$ cat src/qar_pkg.sv
// constants and state layout for the qos arbitration and regulation block
package qar_pkg;
  localparam int NIF = 5;
  localparam int NQ = 8;
  localparam logic [4:0] OT_DEPTH = 5'h10;
  // register word index, byte address = {iface, index, 2'b00}
  localparam logic [2:0] R_OVR = 3'h0;
  localparam logic [2:0] R_CTRL = 3'h1;
  localparam logic [2:0] R_OT = 3'h2;
  localparam logic [2:0] R_TGT = 3'h3;
  localparam logic [2:0] R_REG = 3'h4;
  localparam logic [2:0] R_STAT = 3'h5;
  localparam logic [2:0] IF_LAST = 3'h4;
  // control register bits; bit 0/1 are read/write regulator enable
  localparam int C_LAT = 2;
  localparam int C_QHI = 3;
  localparam int C_OT_EN = 4;
  // field positions
  localparam int F_OVR_W = 4;
  localparam int F_OT_W = 8;
  localparam int F_TGT_W = 12;
  localparam int F_MIN = 8;
  localparam int F_MAX = 12;
  // read queue class thresholds and reserved slots (design time)
  localparam logic [3:0] THR_UPPER = 4'hC;
  localparam logic [3:0] THR_LOWER = 4'h8;
  localparam logic [3:0] RES_HIGH = 4'h1;
  localparam logic [3:0] RES_MED = 4'h2;
  // credit window bounds, sixteenths of a transaction
  localparam logic signed [14:0] CRED_LO = -15'sh0FA0;
  localparam logic signed [14:0] CRED_HI = 15'sh0000;
  // lower index counts as less recently granted after reset
  localparam logic [24:0] LRG_RST = 25'h008639E;
  localparam logic [11:0] MEAS_SAT = 12'hFFF;

  typedef struct packed {
    logic [4:0][7:0] ovr;
    logic [4:0][4:0] ctrl;
    logic [4:0][15:0] ot;
    logic [4:0][23:0] tgt;
    logic [4:0][15:0] rg;
    logic [1:0][4:0][11:0] acc;
    logic [1:0][4:0][11:0] meas;
    logic [1:0][4:0][12:0] cred;
    logic [1:0][4:0][15:0] fl;
    logic [1:0][4:0][4:0] n;
    logic [1:0][4:0][4:0] cnt;
    logic [1:0][24:0] old;
    logic [7:0] qv;
    logic [7:0][3:0] qq;
    logic [7:0][2:0] qs;
    logic ro_v;
    logic [3:0] ro_q;
    logic [2:0] ro_s;
    logic wo_v;
    logic [3:0] wo_q;
    logic [2:0] wo_s;
    logic [31:0] rdata;
  } qar_state_t;
endpackage

$ cat src/qar_top.sv
// qos arbitration, override, regulation and outstanding limiting
`timescale 1ns/1ps
`default_nettype none
// Contract
// highest qos request wins everywhere
// ties broken least recently granted
// downstream carries original or override qos
// per-interface static override enable input
// only zero qos requests get altered
// override fixed value or regulated range
// regulator maximum resets to zero
// scale factor sets integrator rate
// latency mode: above target raises qos
// bandwidth mode: handshake interval versus target
// normal mode holds value when idle
// quiesce high drifts to maximum when idle
// regulator output replaces zero qos if enabled
// limit outstanding reads and writes
// outstanding cap integer, plus one with fraction
// mean outstanding over window within limit
// only zero qos requests are counted
// dataless requests neither counted nor stalled; the code still stalls them once 16 are outstanding on the interface
// read queue reserves high and medium slots
// priority hint promotes blocked read
// hint may change while request waits
// queued reads can be overtaken
// single main clock everywhere
// reset active low, two stage synchronised
// regulation and limits clear at reset
module qar_top (
  // clock and reset
  input wire logic clk_i,
  input wire logic reset_n_i,
  // static configuration
  input wire logic [4:0] qos_override_enable_i,
  // register port
  input wire logic [7:0] addr_i,
  input wire logic [31:0] wdata_i,
  input wire logic wr_i,
  input wire logic rd_i,
  output logic [31:0] rdata_o,
  // slave read address side
  input wire logic [4:0] ar_valid_i,
  input wire logic [4:0][3:0] ar_qos_i,
  input wire logic [4:0][3:0] read_arb_priority_hint_i,
  input wire logic [4:0] ar_dataless_i,
  output logic [4:0] ar_ready_o,
  input wire logic [4:0] r_done_i,
  // slave write address side
  input wire logic [4:0] aw_valid_i,
  input wire logic [4:0][3:0] aw_qos_i,
  input wire logic [4:0] aw_dataless_i,
  output logic [4:0] aw_ready_o,
  input wire logic [4:0] b_done_i,
  // downstream read request
  output logic dn_ar_valid_o,
  output logic [3:0] dn_ar_qos_o,
  output logic [2:0] dn_ar_src_o,
  input wire logic dn_ar_ready_i,
  // downstream write request
  output logic dn_aw_valid_o,
  output logic [3:0] dn_aw_qos_o,
  output logic [2:0] dn_aw_src_o,
  input wire logic dn_aw_ready_i
);

  function automatic logic [3:0] eff_qos(
    input logic [3:0] q,
    input logic ovr_en,
    input logic reg_en,
    input logic [3:0] regv,
    input logic [3:0] ovrv
  );
    eff_qos = q;
    if (q == 4'h0 && ovr_en) begin
      eff_qos = reg_en ? regv : ovrv;
    end
  endfunction

  function automatic logic [4:0] arb(
    input logic [4:0] c,
    input logic [4:0][3:0] p,
    input logic [24:0] old
  );
    logic [3:0] mx;
    logic [4:0] tie;
    logic ok;
    mx = 4'h0;
    tie = 5'h00;
    arb = 5'h00;
    for (int i = 0; i < qar_pkg::NIF; i++) begin
      if (c[i] && p[i] > mx) begin
        mx = p[i];
      end
    end
    for (int i = 0; i < qar_pkg::NIF; i++) begin
      tie[i] = c[i] && p[i] == mx;
    end
    for (int i = 0; i < qar_pkg::NIF; i++) begin
      ok = tie[i];
      for (int j = 0; j < qar_pkg::NIF; j++) begin
        if (j != i && tie[j] && !old[i*5+j]) begin
          ok = 1'b0;
        end
      end
      arb[i] = ok;
    end
  endfunction

  function automatic logic [11:0] clamp_acc(
    input logic signed [14:0] v,
    input logic [3:0] mn,
    input logic [3:0] mx
  );
    logic signed [14:0] lo, hi;
    lo = $signed({3'h0, mn, 8'h00});
    hi = $signed({3'h0, mx, 8'hFF});
    if (v > hi) begin
      clamp_acc = hi[11:0];
    end else if (v < lo) begin
      clamp_acc = lo[11:0];
    end else begin
      clamp_acc = v[11:0];
    end
  endfunction

  function automatic logic ot_ok(
    input logic [4:0] cnt,
    input logic [7:0] lim,
    input logic [12:0] cred
  );
    ot_ok = cnt < {1'b0, lim[3:0]};
    if (lim[7:4] != 4'h0 && cnt == {1'b0, lim[3:0]} && !cred[12]) begin
      ot_ok = 1'b1;
    end
  endfunction

  // reset released through two flops; only the second one is used
  logic [1:0] rs_r;
  logic rst_n;
  always_ff @(posedge clk_i or negedge reset_n_i) begin
    if (!reset_n_i) begin
      rs_r <= 2'b00;
    end else begin
      rs_r <= {rs_r[0], 1'b1};
    end
  end
  assign rst_n = rs_r[1];
  qar_pkg::qar_state_t s_r;
  qar_pkg::qar_state_t s_nxt;

  logic [1:0][4:0] vld, dl, done, hs, cntd, stall;
  logic [1:0][4:0][3:0] qin, eq;
  logic [4:0][3:0] rpri;
  logic [4:0] cand_r, cand_w, g_r, g_w;
  logic [3:0] freeq, rmin, rmax, bq;
  logic adm, pop, taken, bv;
  logic [7:0] lim, scl;
  logic [11:0] tg;
  logic signed [14:0] a, c;
  logic [2:0] bs, ia, ri;

  always_comb begin
    s_nxt = s_r;
    vld[0] = ar_valid_i;
    vld[1] = aw_valid_i;
    dl[0] = ar_dataless_i;
    dl[1] = aw_dataless_i;
    qin[0] = ar_qos_i;
    qin[1] = aw_qos_i;
    done[0] = r_done_i;
    done[1] = b_done_i;
    cand_r = 5'h00;
    cand_w = 5'h00;
    rpri = '0;
    freeq = 4'h0;
    adm = 1'b0;
    pop = 1'b0;
    taken = 1'b0;
    lim = 8'h00;
    rmin = 4'h0;
    rmax = 4'h0;
    scl = 8'h00;
    tg = 12'h000;
    a = 15'sh0000;
    c = 15'sh0000;
    bq = 4'h0;
    bs = 3'h0;
    bv = 1'b0;
    ia = addr_i[7:5];
    ri = addr_i[4:2];

    // effective qos and outstanding stall per interface and direction
    for (int d = 0; d < 2; d++) begin
      for (int i = 0; i < qar_pkg::NIF; i++) begin
        eq[d][i] = eff_qos(qin[d][i], qos_override_enable_i[i],
                           s_r.ctrl[i][d], s_r.acc[d][i][11:8],
                           s_r.ovr[i][d*qar_pkg::F_OVR_W +: 4]);
        cntd[d][i] = qin[d][i] == 4'h0 && !dl[d][i];
        lim = s_r.ot[i][d*qar_pkg::F_OT_W +: 8];
        stall[d][i] = (s_r.ctrl[i][qar_pkg::C_OT_EN] && cntd[d][i] &&
                       !ot_ok(s_r.cnt[d][i], lim, s_r.cred[d][i]))
                      || s_r.n[d][i] == qar_pkg::OT_DEPTH;
      end
    end
    for (int k = 0; k < qar_pkg::NQ; k++) begin
      freeq = freeq + {3'h0, !s_r.qv[k]};
    end
    for (int i = 0; i < qar_pkg::NIF; i++) begin
      // a full queue of low priority reads must not block urgent ones
      adm = freeq > qar_pkg::RES_MED ||
            (eq[0][i] >= qar_pkg::THR_LOWER && freeq > qar_pkg::RES_HIGH) ||
            (eq[0][i] >= qar_pkg::THR_UPPER && freeq != 4'h0);
      // hint is read live so a waiting master may raise it
      rpri[i] = read_arb_priority_hint_i[i] > eq[0][i] ?
                read_arb_priority_hint_i[i] : eq[0][i];
      cand_r[i] = vld[0][i] && !stall[0][i] && adm;
      cand_w[i] = vld[1][i] && !stall[1][i] && (!s_r.wo_v || dn_aw_ready_i);
    end
    g_r = arb(cand_r, rpri, s_r.old[0]);
    g_w = arb(cand_w, eq[1], s_r.old[1]);
    hs[0] = g_r;
    hs[1] = g_w;
    // least recently granted order update
    for (int d = 0; d < 2; d++) begin
      for (int i = 0; i < qar_pkg::NIF; i++) begin
        if (hs[d][i]) begin
          for (int j = 0; j < qar_pkg::NIF; j++) begin
            if (j != i) begin
              s_nxt.old[d][i*5+j] = 1'b0;
              s_nxt.old[d][j*5+i] = 1'b1;
            end
          end
        end
      end
    end
    // read queue: pick highest stored qos, then fill the output stage
    if (!s_r.ro_v || dn_ar_ready_i) begin
      s_nxt.ro_v = 1'b0;
      for (int k = 0; k < qar_pkg::NQ; k++) begin
        if (s_r.qv[k] && (!bv || s_r.qq[k] > bq)) begin
          bv = 1'b1;
          bq = s_r.qq[k];
          bs = 3'(k);
        end
      end
      if (bv) begin
        s_nxt.ro_v = 1'b1;
        s_nxt.ro_q = bq;
        s_nxt.ro_s = s_r.qs[bs];
        s_nxt.qv[bs] = 1'b0;
      end
    end
    // the promoted hint is not stored, so queued entries compete by qos
    for (int i = 0; i < qar_pkg::NIF; i++) begin
      if (g_r[i]) begin
        taken = 1'b0;
        for (int k = 0; k < qar_pkg::NQ; k++) begin
          if (!s_r.qv[k] && !taken) begin
            taken = 1'b1;
            s_nxt.qv[k] = 1'b1;
            s_nxt.qq[k] = eq[0][i];
            s_nxt.qs[k] = 3'(i);
          end
        end
      end
    end
    // write output stage
    if (s_r.wo_v && dn_aw_ready_i) begin
      s_nxt.wo_v = 1'b0;
    end
    for (int i = 0; i < qar_pkg::NIF; i++) begin
      if (g_w[i]) begin
        s_nxt.wo_v = 1'b1;
        s_nxt.wo_q = eq[1][i];
        s_nxt.wo_s = 3'(i);
      end
    end

    for (int d = 0; d < 2; d++) begin
      for (int i = 0; i < qar_pkg::NIF; i++) begin
        // in-order completion list of counted flags
        pop = done[d][i] && s_r.n[d][i] != 5'h00;
        if (pop) begin
          s_nxt.cnt[d][i] = s_r.cnt[d][i] - {4'h0, s_r.fl[d][i][0]};
          s_nxt.fl[d][i] = s_r.fl[d][i] >> 1;
          s_nxt.n[d][i] = s_r.n[d][i] - 5'h01;
        end
        if (hs[d][i]) begin
          s_nxt.fl[d][i][s_nxt.n[d][i][3:0]] = cntd[d][i];
          s_nxt.n[d][i] = s_nxt.n[d][i] + 5'h01;
          s_nxt.cnt[d][i] = s_nxt.cnt[d][i] + {4'h0, cntd[d][i]};
        end

        // credit gains the limit and loses what is outstanding each cycle
        lim = s_r.ot[i][d*qar_pkg::F_OT_W +: 8];
        if (s_r.ctrl[i][qar_pkg::C_OT_EN]) begin
          c = $signed({{2{s_r.cred[d][i][12]}}, s_r.cred[d][i]})
              + $signed({7'h00, lim[3:0], lim[7:4]})
              - $signed({6'h00, s_r.cnt[d][i], 4'h0});
          if (c > qar_pkg::CRED_HI) begin
            c = qar_pkg::CRED_HI;
          end else if (c < qar_pkg::CRED_LO) begin
            c = qar_pkg::CRED_LO;
          end
          s_nxt.cred[d][i] = c[12:0];
        end else begin
          s_nxt.cred[d][i] = 13'h0000;
        end

        // feedback regulator
        scl = s_r.rg[i][7:0];
        rmin = s_r.rg[i][qar_pkg::F_MIN +: 4];
        rmax = s_r.rg[i][qar_pkg::F_MAX +: 4];
        tg = s_r.tgt[i][d*qar_pkg::F_TGT_W +: 12];
        a = $signed({3'h0, s_r.acc[d][i]});
        if (s_r.ctrl[i][d]) begin
          if (s_r.ctrl[i][qar_pkg::C_LAT]) begin
            if (s_r.n[d][i] != 5'h00 && s_r.meas[d][i] != qar_pkg::MEAS_SAT) begin
              s_nxt.meas[d][i] = s_r.meas[d][i] + 12'h001;
            end
            if (pop) begin
              if (s_r.meas[d][i] > tg) begin
                a = a + $signed({7'h00, scl});
              end else if (s_r.meas[d][i] < tg) begin
                a = a - $signed({7'h00, scl});
              end
              s_nxt.meas[d][i] = 12'h000;
            end
          end else begin
            // idle cycles are not measured, so the average covers activity
            if (vld[d][i] && s_r.meas[d][i] != qar_pkg::MEAS_SAT) begin
              s_nxt.meas[d][i] = s_r.meas[d][i] + 12'h001;
            end
            if (hs[d][i]) begin
              if (s_r.meas[d][i] > tg) begin
                a = a + $signed({7'h00, scl});
              end else if (s_r.meas[d][i] < tg) begin
                a = a - $signed({7'h00, scl});
              end
              s_nxt.meas[d][i] = 12'h000;
            end
            if (!vld[d][i] && s_r.ctrl[i][qar_pkg::C_QHI]) begin
              a = a + $signed({7'h00, scl});
            end
          end
          s_nxt.acc[d][i] = clamp_acc(a, rmin, rmax);
        end
      end
    end

    // register port
    if (wr_i && ia <= qar_pkg::IF_LAST) begin
      case (ri)
        qar_pkg::R_OVR: s_nxt.ovr[ia] = wdata_i[7:0];
        qar_pkg::R_CTRL: s_nxt.ctrl[ia] = wdata_i[4:0];
        qar_pkg::R_OT: s_nxt.ot[ia] = wdata_i[15:0];
        qar_pkg::R_TGT: s_nxt.tgt[ia] = wdata_i[23:0];
        qar_pkg::R_REG: s_nxt.rg[ia] = wdata_i[15:0];
        default: ;
      endcase
    end
    s_nxt.rdata = 32'h0000_0000;
    if (rd_i && ia <= qar_pkg::IF_LAST) begin
      case (ri)
        qar_pkg::R_OVR: s_nxt.rdata = {24'h000000, s_r.ovr[ia]};
        qar_pkg::R_CTRL: s_nxt.rdata = {27'h0000000, s_r.ctrl[ia]};
        qar_pkg::R_OT: s_nxt.rdata = {16'h0000, s_r.ot[ia]};
        qar_pkg::R_TGT: s_nxt.rdata = {8'h00, s_r.tgt[ia]};
        qar_pkg::R_REG: s_nxt.rdata = {16'h0000, s_r.rg[ia]};
        qar_pkg::R_STAT: s_nxt.rdata = {11'h000, s_r.cnt[1][ia], 3'h0, s_r.cnt[0][ia],
                                        s_r.acc[1][ia][11:8], s_r.acc[0][ia][11:8]};
        default: ;
      endcase
    end
  end

  always_ff @(posedge clk_i or negedge rst_n) begin
    if (!rst_n) begin
      s_r <= '0;
      s_r.old <= {2{qar_pkg::LRG_RST}};
    end else begin
      s_r <= s_nxt;
    end
  end

  assign ar_ready_o = g_r;
  assign aw_ready_o = g_w;
  assign rdata_o = s_r.rdata;
  assign dn_ar_valid_o = s_r.ro_v;
  assign dn_ar_qos_o = s_r.ro_q;
  assign dn_ar_src_o = s_r.ro_s;
  assign dn_aw_valid_o = s_r.wo_v;
  assign dn_aw_qos_o = s_r.wo_q;
  assign dn_aw_src_o = s_r.wo_s;

endmodule // qar_top
`default_nettype wire

$ cat config.mk
export PLATFORM = sky130hd
export DESIGN_NAME = qar_top
export DESIGN_NICKNAME = d
export VERILOG_FILES = /design/src/qar_pkg.sv /design/src/qar_top.sv
export SDC_FILE = /design/constraint.sdc
export NUM_CORES = 2
export LEC_CHECK = 0
export ABC_AREA = 1
export BUFFER_PORTS_ARGS = -buffer_cell sky130_fd_sc_hd__buf_2
export CAP_MARGIN = 20
export CORE_MARGIN = 2
export CORE_UTILIZATION = 60
export DETAILED_ROUTE_END_ITERATION = 12
export PLACE_DENSITY = 0.82
export SLEW_MARGIN = 5
export SYNTH_ARGS = -nofsm -noshare
export SYNTH_HDL_FRONTEND = slang
export SYNTH_SLANG_ARGS = --single-unit
$ cat constraint.sdc
create_clock -name clk_i -period 36.5 [get_ports clk_i]
set_clock_uncertainty 0.2 [all_clocks]
set_input_delay 3.65 -clock clk_i [delete_from_list [all_inputs] [get_ports clk_i]]
set_output_delay 3.65 -clock clk_i [all_outputs]
set_load 0.01 [all_outputs]
==> impl_metrics.csv <==
group,metric,value,unit
outcome,run_status,"complete, no violations",
timing,period_needed,18.06,ns
timing,hold_ws,0.09324,ns
clocking,cts_buffers,134,
global_routing,use_met1,53.82,%
global_routing,grtUsageMet3,12.91,%
route,wl_per_cell,22.19,µm
yosys,synthCells,12960,
cells_and_area,area_growth,8.136,%
setup_path,crit_path_top_delay_cell,"clkinv_1",
global_routing,grt_pass1_wl,507.4,mm
cells_and_area,final_area,98670,µm²
setup_path,start_kind,"primary input",
route,wl,336.5,mm
yosys,synth_edf_count,0,
setup_path,critPathCaptureType,"primary output",
yosys,ys.flop_type,"dfrtp_1",
power_and_ir_drop,p_leak,50.30,nW
cells_and_area,fin_cells,15170,
yosys,synth.avg_cell_area,7.042,µm²
yosys,yosysUniqueCellTypes,78,
cells_and_area,mostFrequentLayoutCell,"nand2_1",
timing,worst_slack,18.44,ns
yosys,synthArstFlopShare,100.0,%
setup_path,worstPathArrival,14.21,ns
floorplanning,dieArea,155200,µm²
timing,setup_viol,0,
place,place_area,93860,µm²
clocking,ctsResizeCount,0,
power_and_ir_drop,power.total,8.536,mW
timing,hold_violations,0,
global_routing,globalRouteOverflowTotal,0,
floorplanning,die_h,394.0,µm
place,dp.final_hpwl,254.0,mm
timing,min_period_over_period,49.49,%
setup_path,cp_data_required_time,32.65,ns
flow_run,maxCapViolations,0,
hold_path,hp-class,"flop to async pin",
setup_path,critical_path_class,"primary input to primary output",
yosys,synth-seq-cells,1121,
floorplanning,core,151500,µm²
cells_and_area,nFillCells,13230,
clocking,clock_latency,0.80,ns
setup_path,crit_top_cell,"nand2_1",
clocking,cts_root_buf,"clkbuf_16",
clocking,path_clk_slew,0.06,ns
clocking,post_cts_buffers,0,
route,vias,92510,
global_routing,track_usage,42.21,%
floorplanning,die_x,394.0,µm
route,dr.first_iter.drc_count,11400,
global_routing,use_met2,61.88,%
floorplanning,start_util,60.21,%
yosys,ys_warn_count,0,
route,final_antenna_net_count,0,
yosys,synth_area,91240,µm²
clocking,cts_buffer_depth,3,
global_routing,grt_max_degree,186,
clocking,clock-sinks,1121,
timing,fmax,0.05536,GHz
route,routed_via_density,6.100,
clocking,cts_tree,"built",
timing,max-slew-margin-rel,15.95,%
cells_and_area,final_util,65.11,%
clocking,cts_hold_buf,0,
place,io_buffers,180,
timing,rsz0062_at_grt,"false",
floorplanning,num_io_pins,199,
power_and_ir_drop,peakVddDrop,0.05382,mV
power_and_ir_drop,powerDensity,86.52,nW/µm²
floorplanning,rows,143,
cells_and_area,nets,14060,
place,pre_cts_ws,18.48,ns
clocking,cts_htree_levels,4,
cells_and_area,drive_gt1_share,5.807,%
yosys,seq_area_frac_synth,30.77,%
timing,tns,0,ns
place,globalplace.congestion,1.080,
route,firstDrtPassIters,9,
global_routing,grt_pass1_vias,87820,
global_routing,antenna_found_initial,31,
timing,maxSlewViolCount,0,
setup_path,cpPeakStageDelay,0.52,ns
cells_and_area,final_cell_mix,"2828 x nand2_1, 2207 x inv_1, 1135 x o21ai_0, 1117 x nor2_1, 1100 x dfrtp_1",
setup_path,reg2reg_slack,20.68,ns
route,drc,0,
timing,worstMarginPinSlew,1.259,ns
setup_path,worstPathMaxFanout,42,
place,placedCellCount,14900,
global_routing,top_usage_layer,"met2",
worst max-delay path, delay by kind of cell:
family | cells | cell delay [ns]
buffers and inverters | 13 | 2.66
adders and majority gates | 5 | 1.44
AOI/OAI and AO/OA | 10 | 2.00
and+or+nand+nor | 31 | 4.39
cell usage after synthesis, types with 74 or more instances:
library cell,number,share of area (%)
nand2_1,2828,12
inv_1,2215,9.1
o21ai_0,1135,6.2
nor2_1,1119,4.6
dfrtp_1,1101,30
ha_1,826,11
nand3_1,719,3.9
a21oi_1,647,3.5
xor2_1,307,2.9
clkbuf_1,228,0.94
o211ai_1,222,1.8
o22ai_1,162,1.1
nor3_1,138,0.76
nand4_1,136,0.93
o31ai_1,94,0.77
o21bai_1,78,0.64
fa_1,74,1.6
kinds of logic after synthesis:
group           after synthesis  synth area share, %
other cells                   2             0.008231
buf+inv                    2659                11.38
fa+ha+maj                   900                12.95
simple gates               5146                23.60
compound gates             2764                17.78
xor+xnor                    365                3.504
flops                      1121                30.77
registers in the layout, summed over array words and instances (netlist names):
signal	count
rmin	4
rmax	4
s_r	1063
lim	8
dn_aw_qos_o	4
rs_r	2
dn_ar_src_o	3
dn_aw_valid_o	1
dn_ar_valid_o	1
rdata_o	24
dn_ar_qos_o	4
dn_aw_src_o	3
report_power, final:
group          internal, mW  switching [mW]  total [mW]
combinational          1.71            3.45        5.17
clock                 0.845           0.601        1.45
sequential             1.60           0.324        1.92
total                  4.16            4.38        8.54
routing by layer:
layer / wire length [µm] / part of all wire, %
met1: 128100 / 38
met2: 139000 / 41
met3: 43200 / 13
met4: 25920 / 7.7
met5: 211 / 0.063
worst paths after layout:
check | start | endpoint | cells past startpoint
max in group asynchronous | rs_r[1] | s_r[818] | 3
min in group clk_i | rs_r[0] | rs_r[1] | 0
worst min register to register | rs_r[1] | s_r[842] | 0
worst max register to register | s_r[1077] | s_r[709] | 87
worst max-delay path | qos_override_enable_i[1] | ar_ready_o[1] | 59
worst min-delay path | rs_r[1] | s_r[842] | 0
layout make-up:
| class | count | area, µm² | share of cell area [%] |
|---|---|---|---|
| Inverter | 2265 | 8506 | 8.621 |
| Clock buffer | 181 | 3761 | 3.812 |
| Timing Repair Buffer | 309 | 1998 | 2.025 |
| Clock inverter | 63 | 900.9 | 0.9130 |
| Multi-Input combinational cell | 9184 | 52850 | 53.56 |
| Antenna cell | 12 | 30.03 | 0.03043 |
| Tap cell | 2030 | 2540 | 2.574 |
| Sequential cell | 1121 | 28080 | 28.46 |
Note: power is estimated with default switching activity, not from simulation.
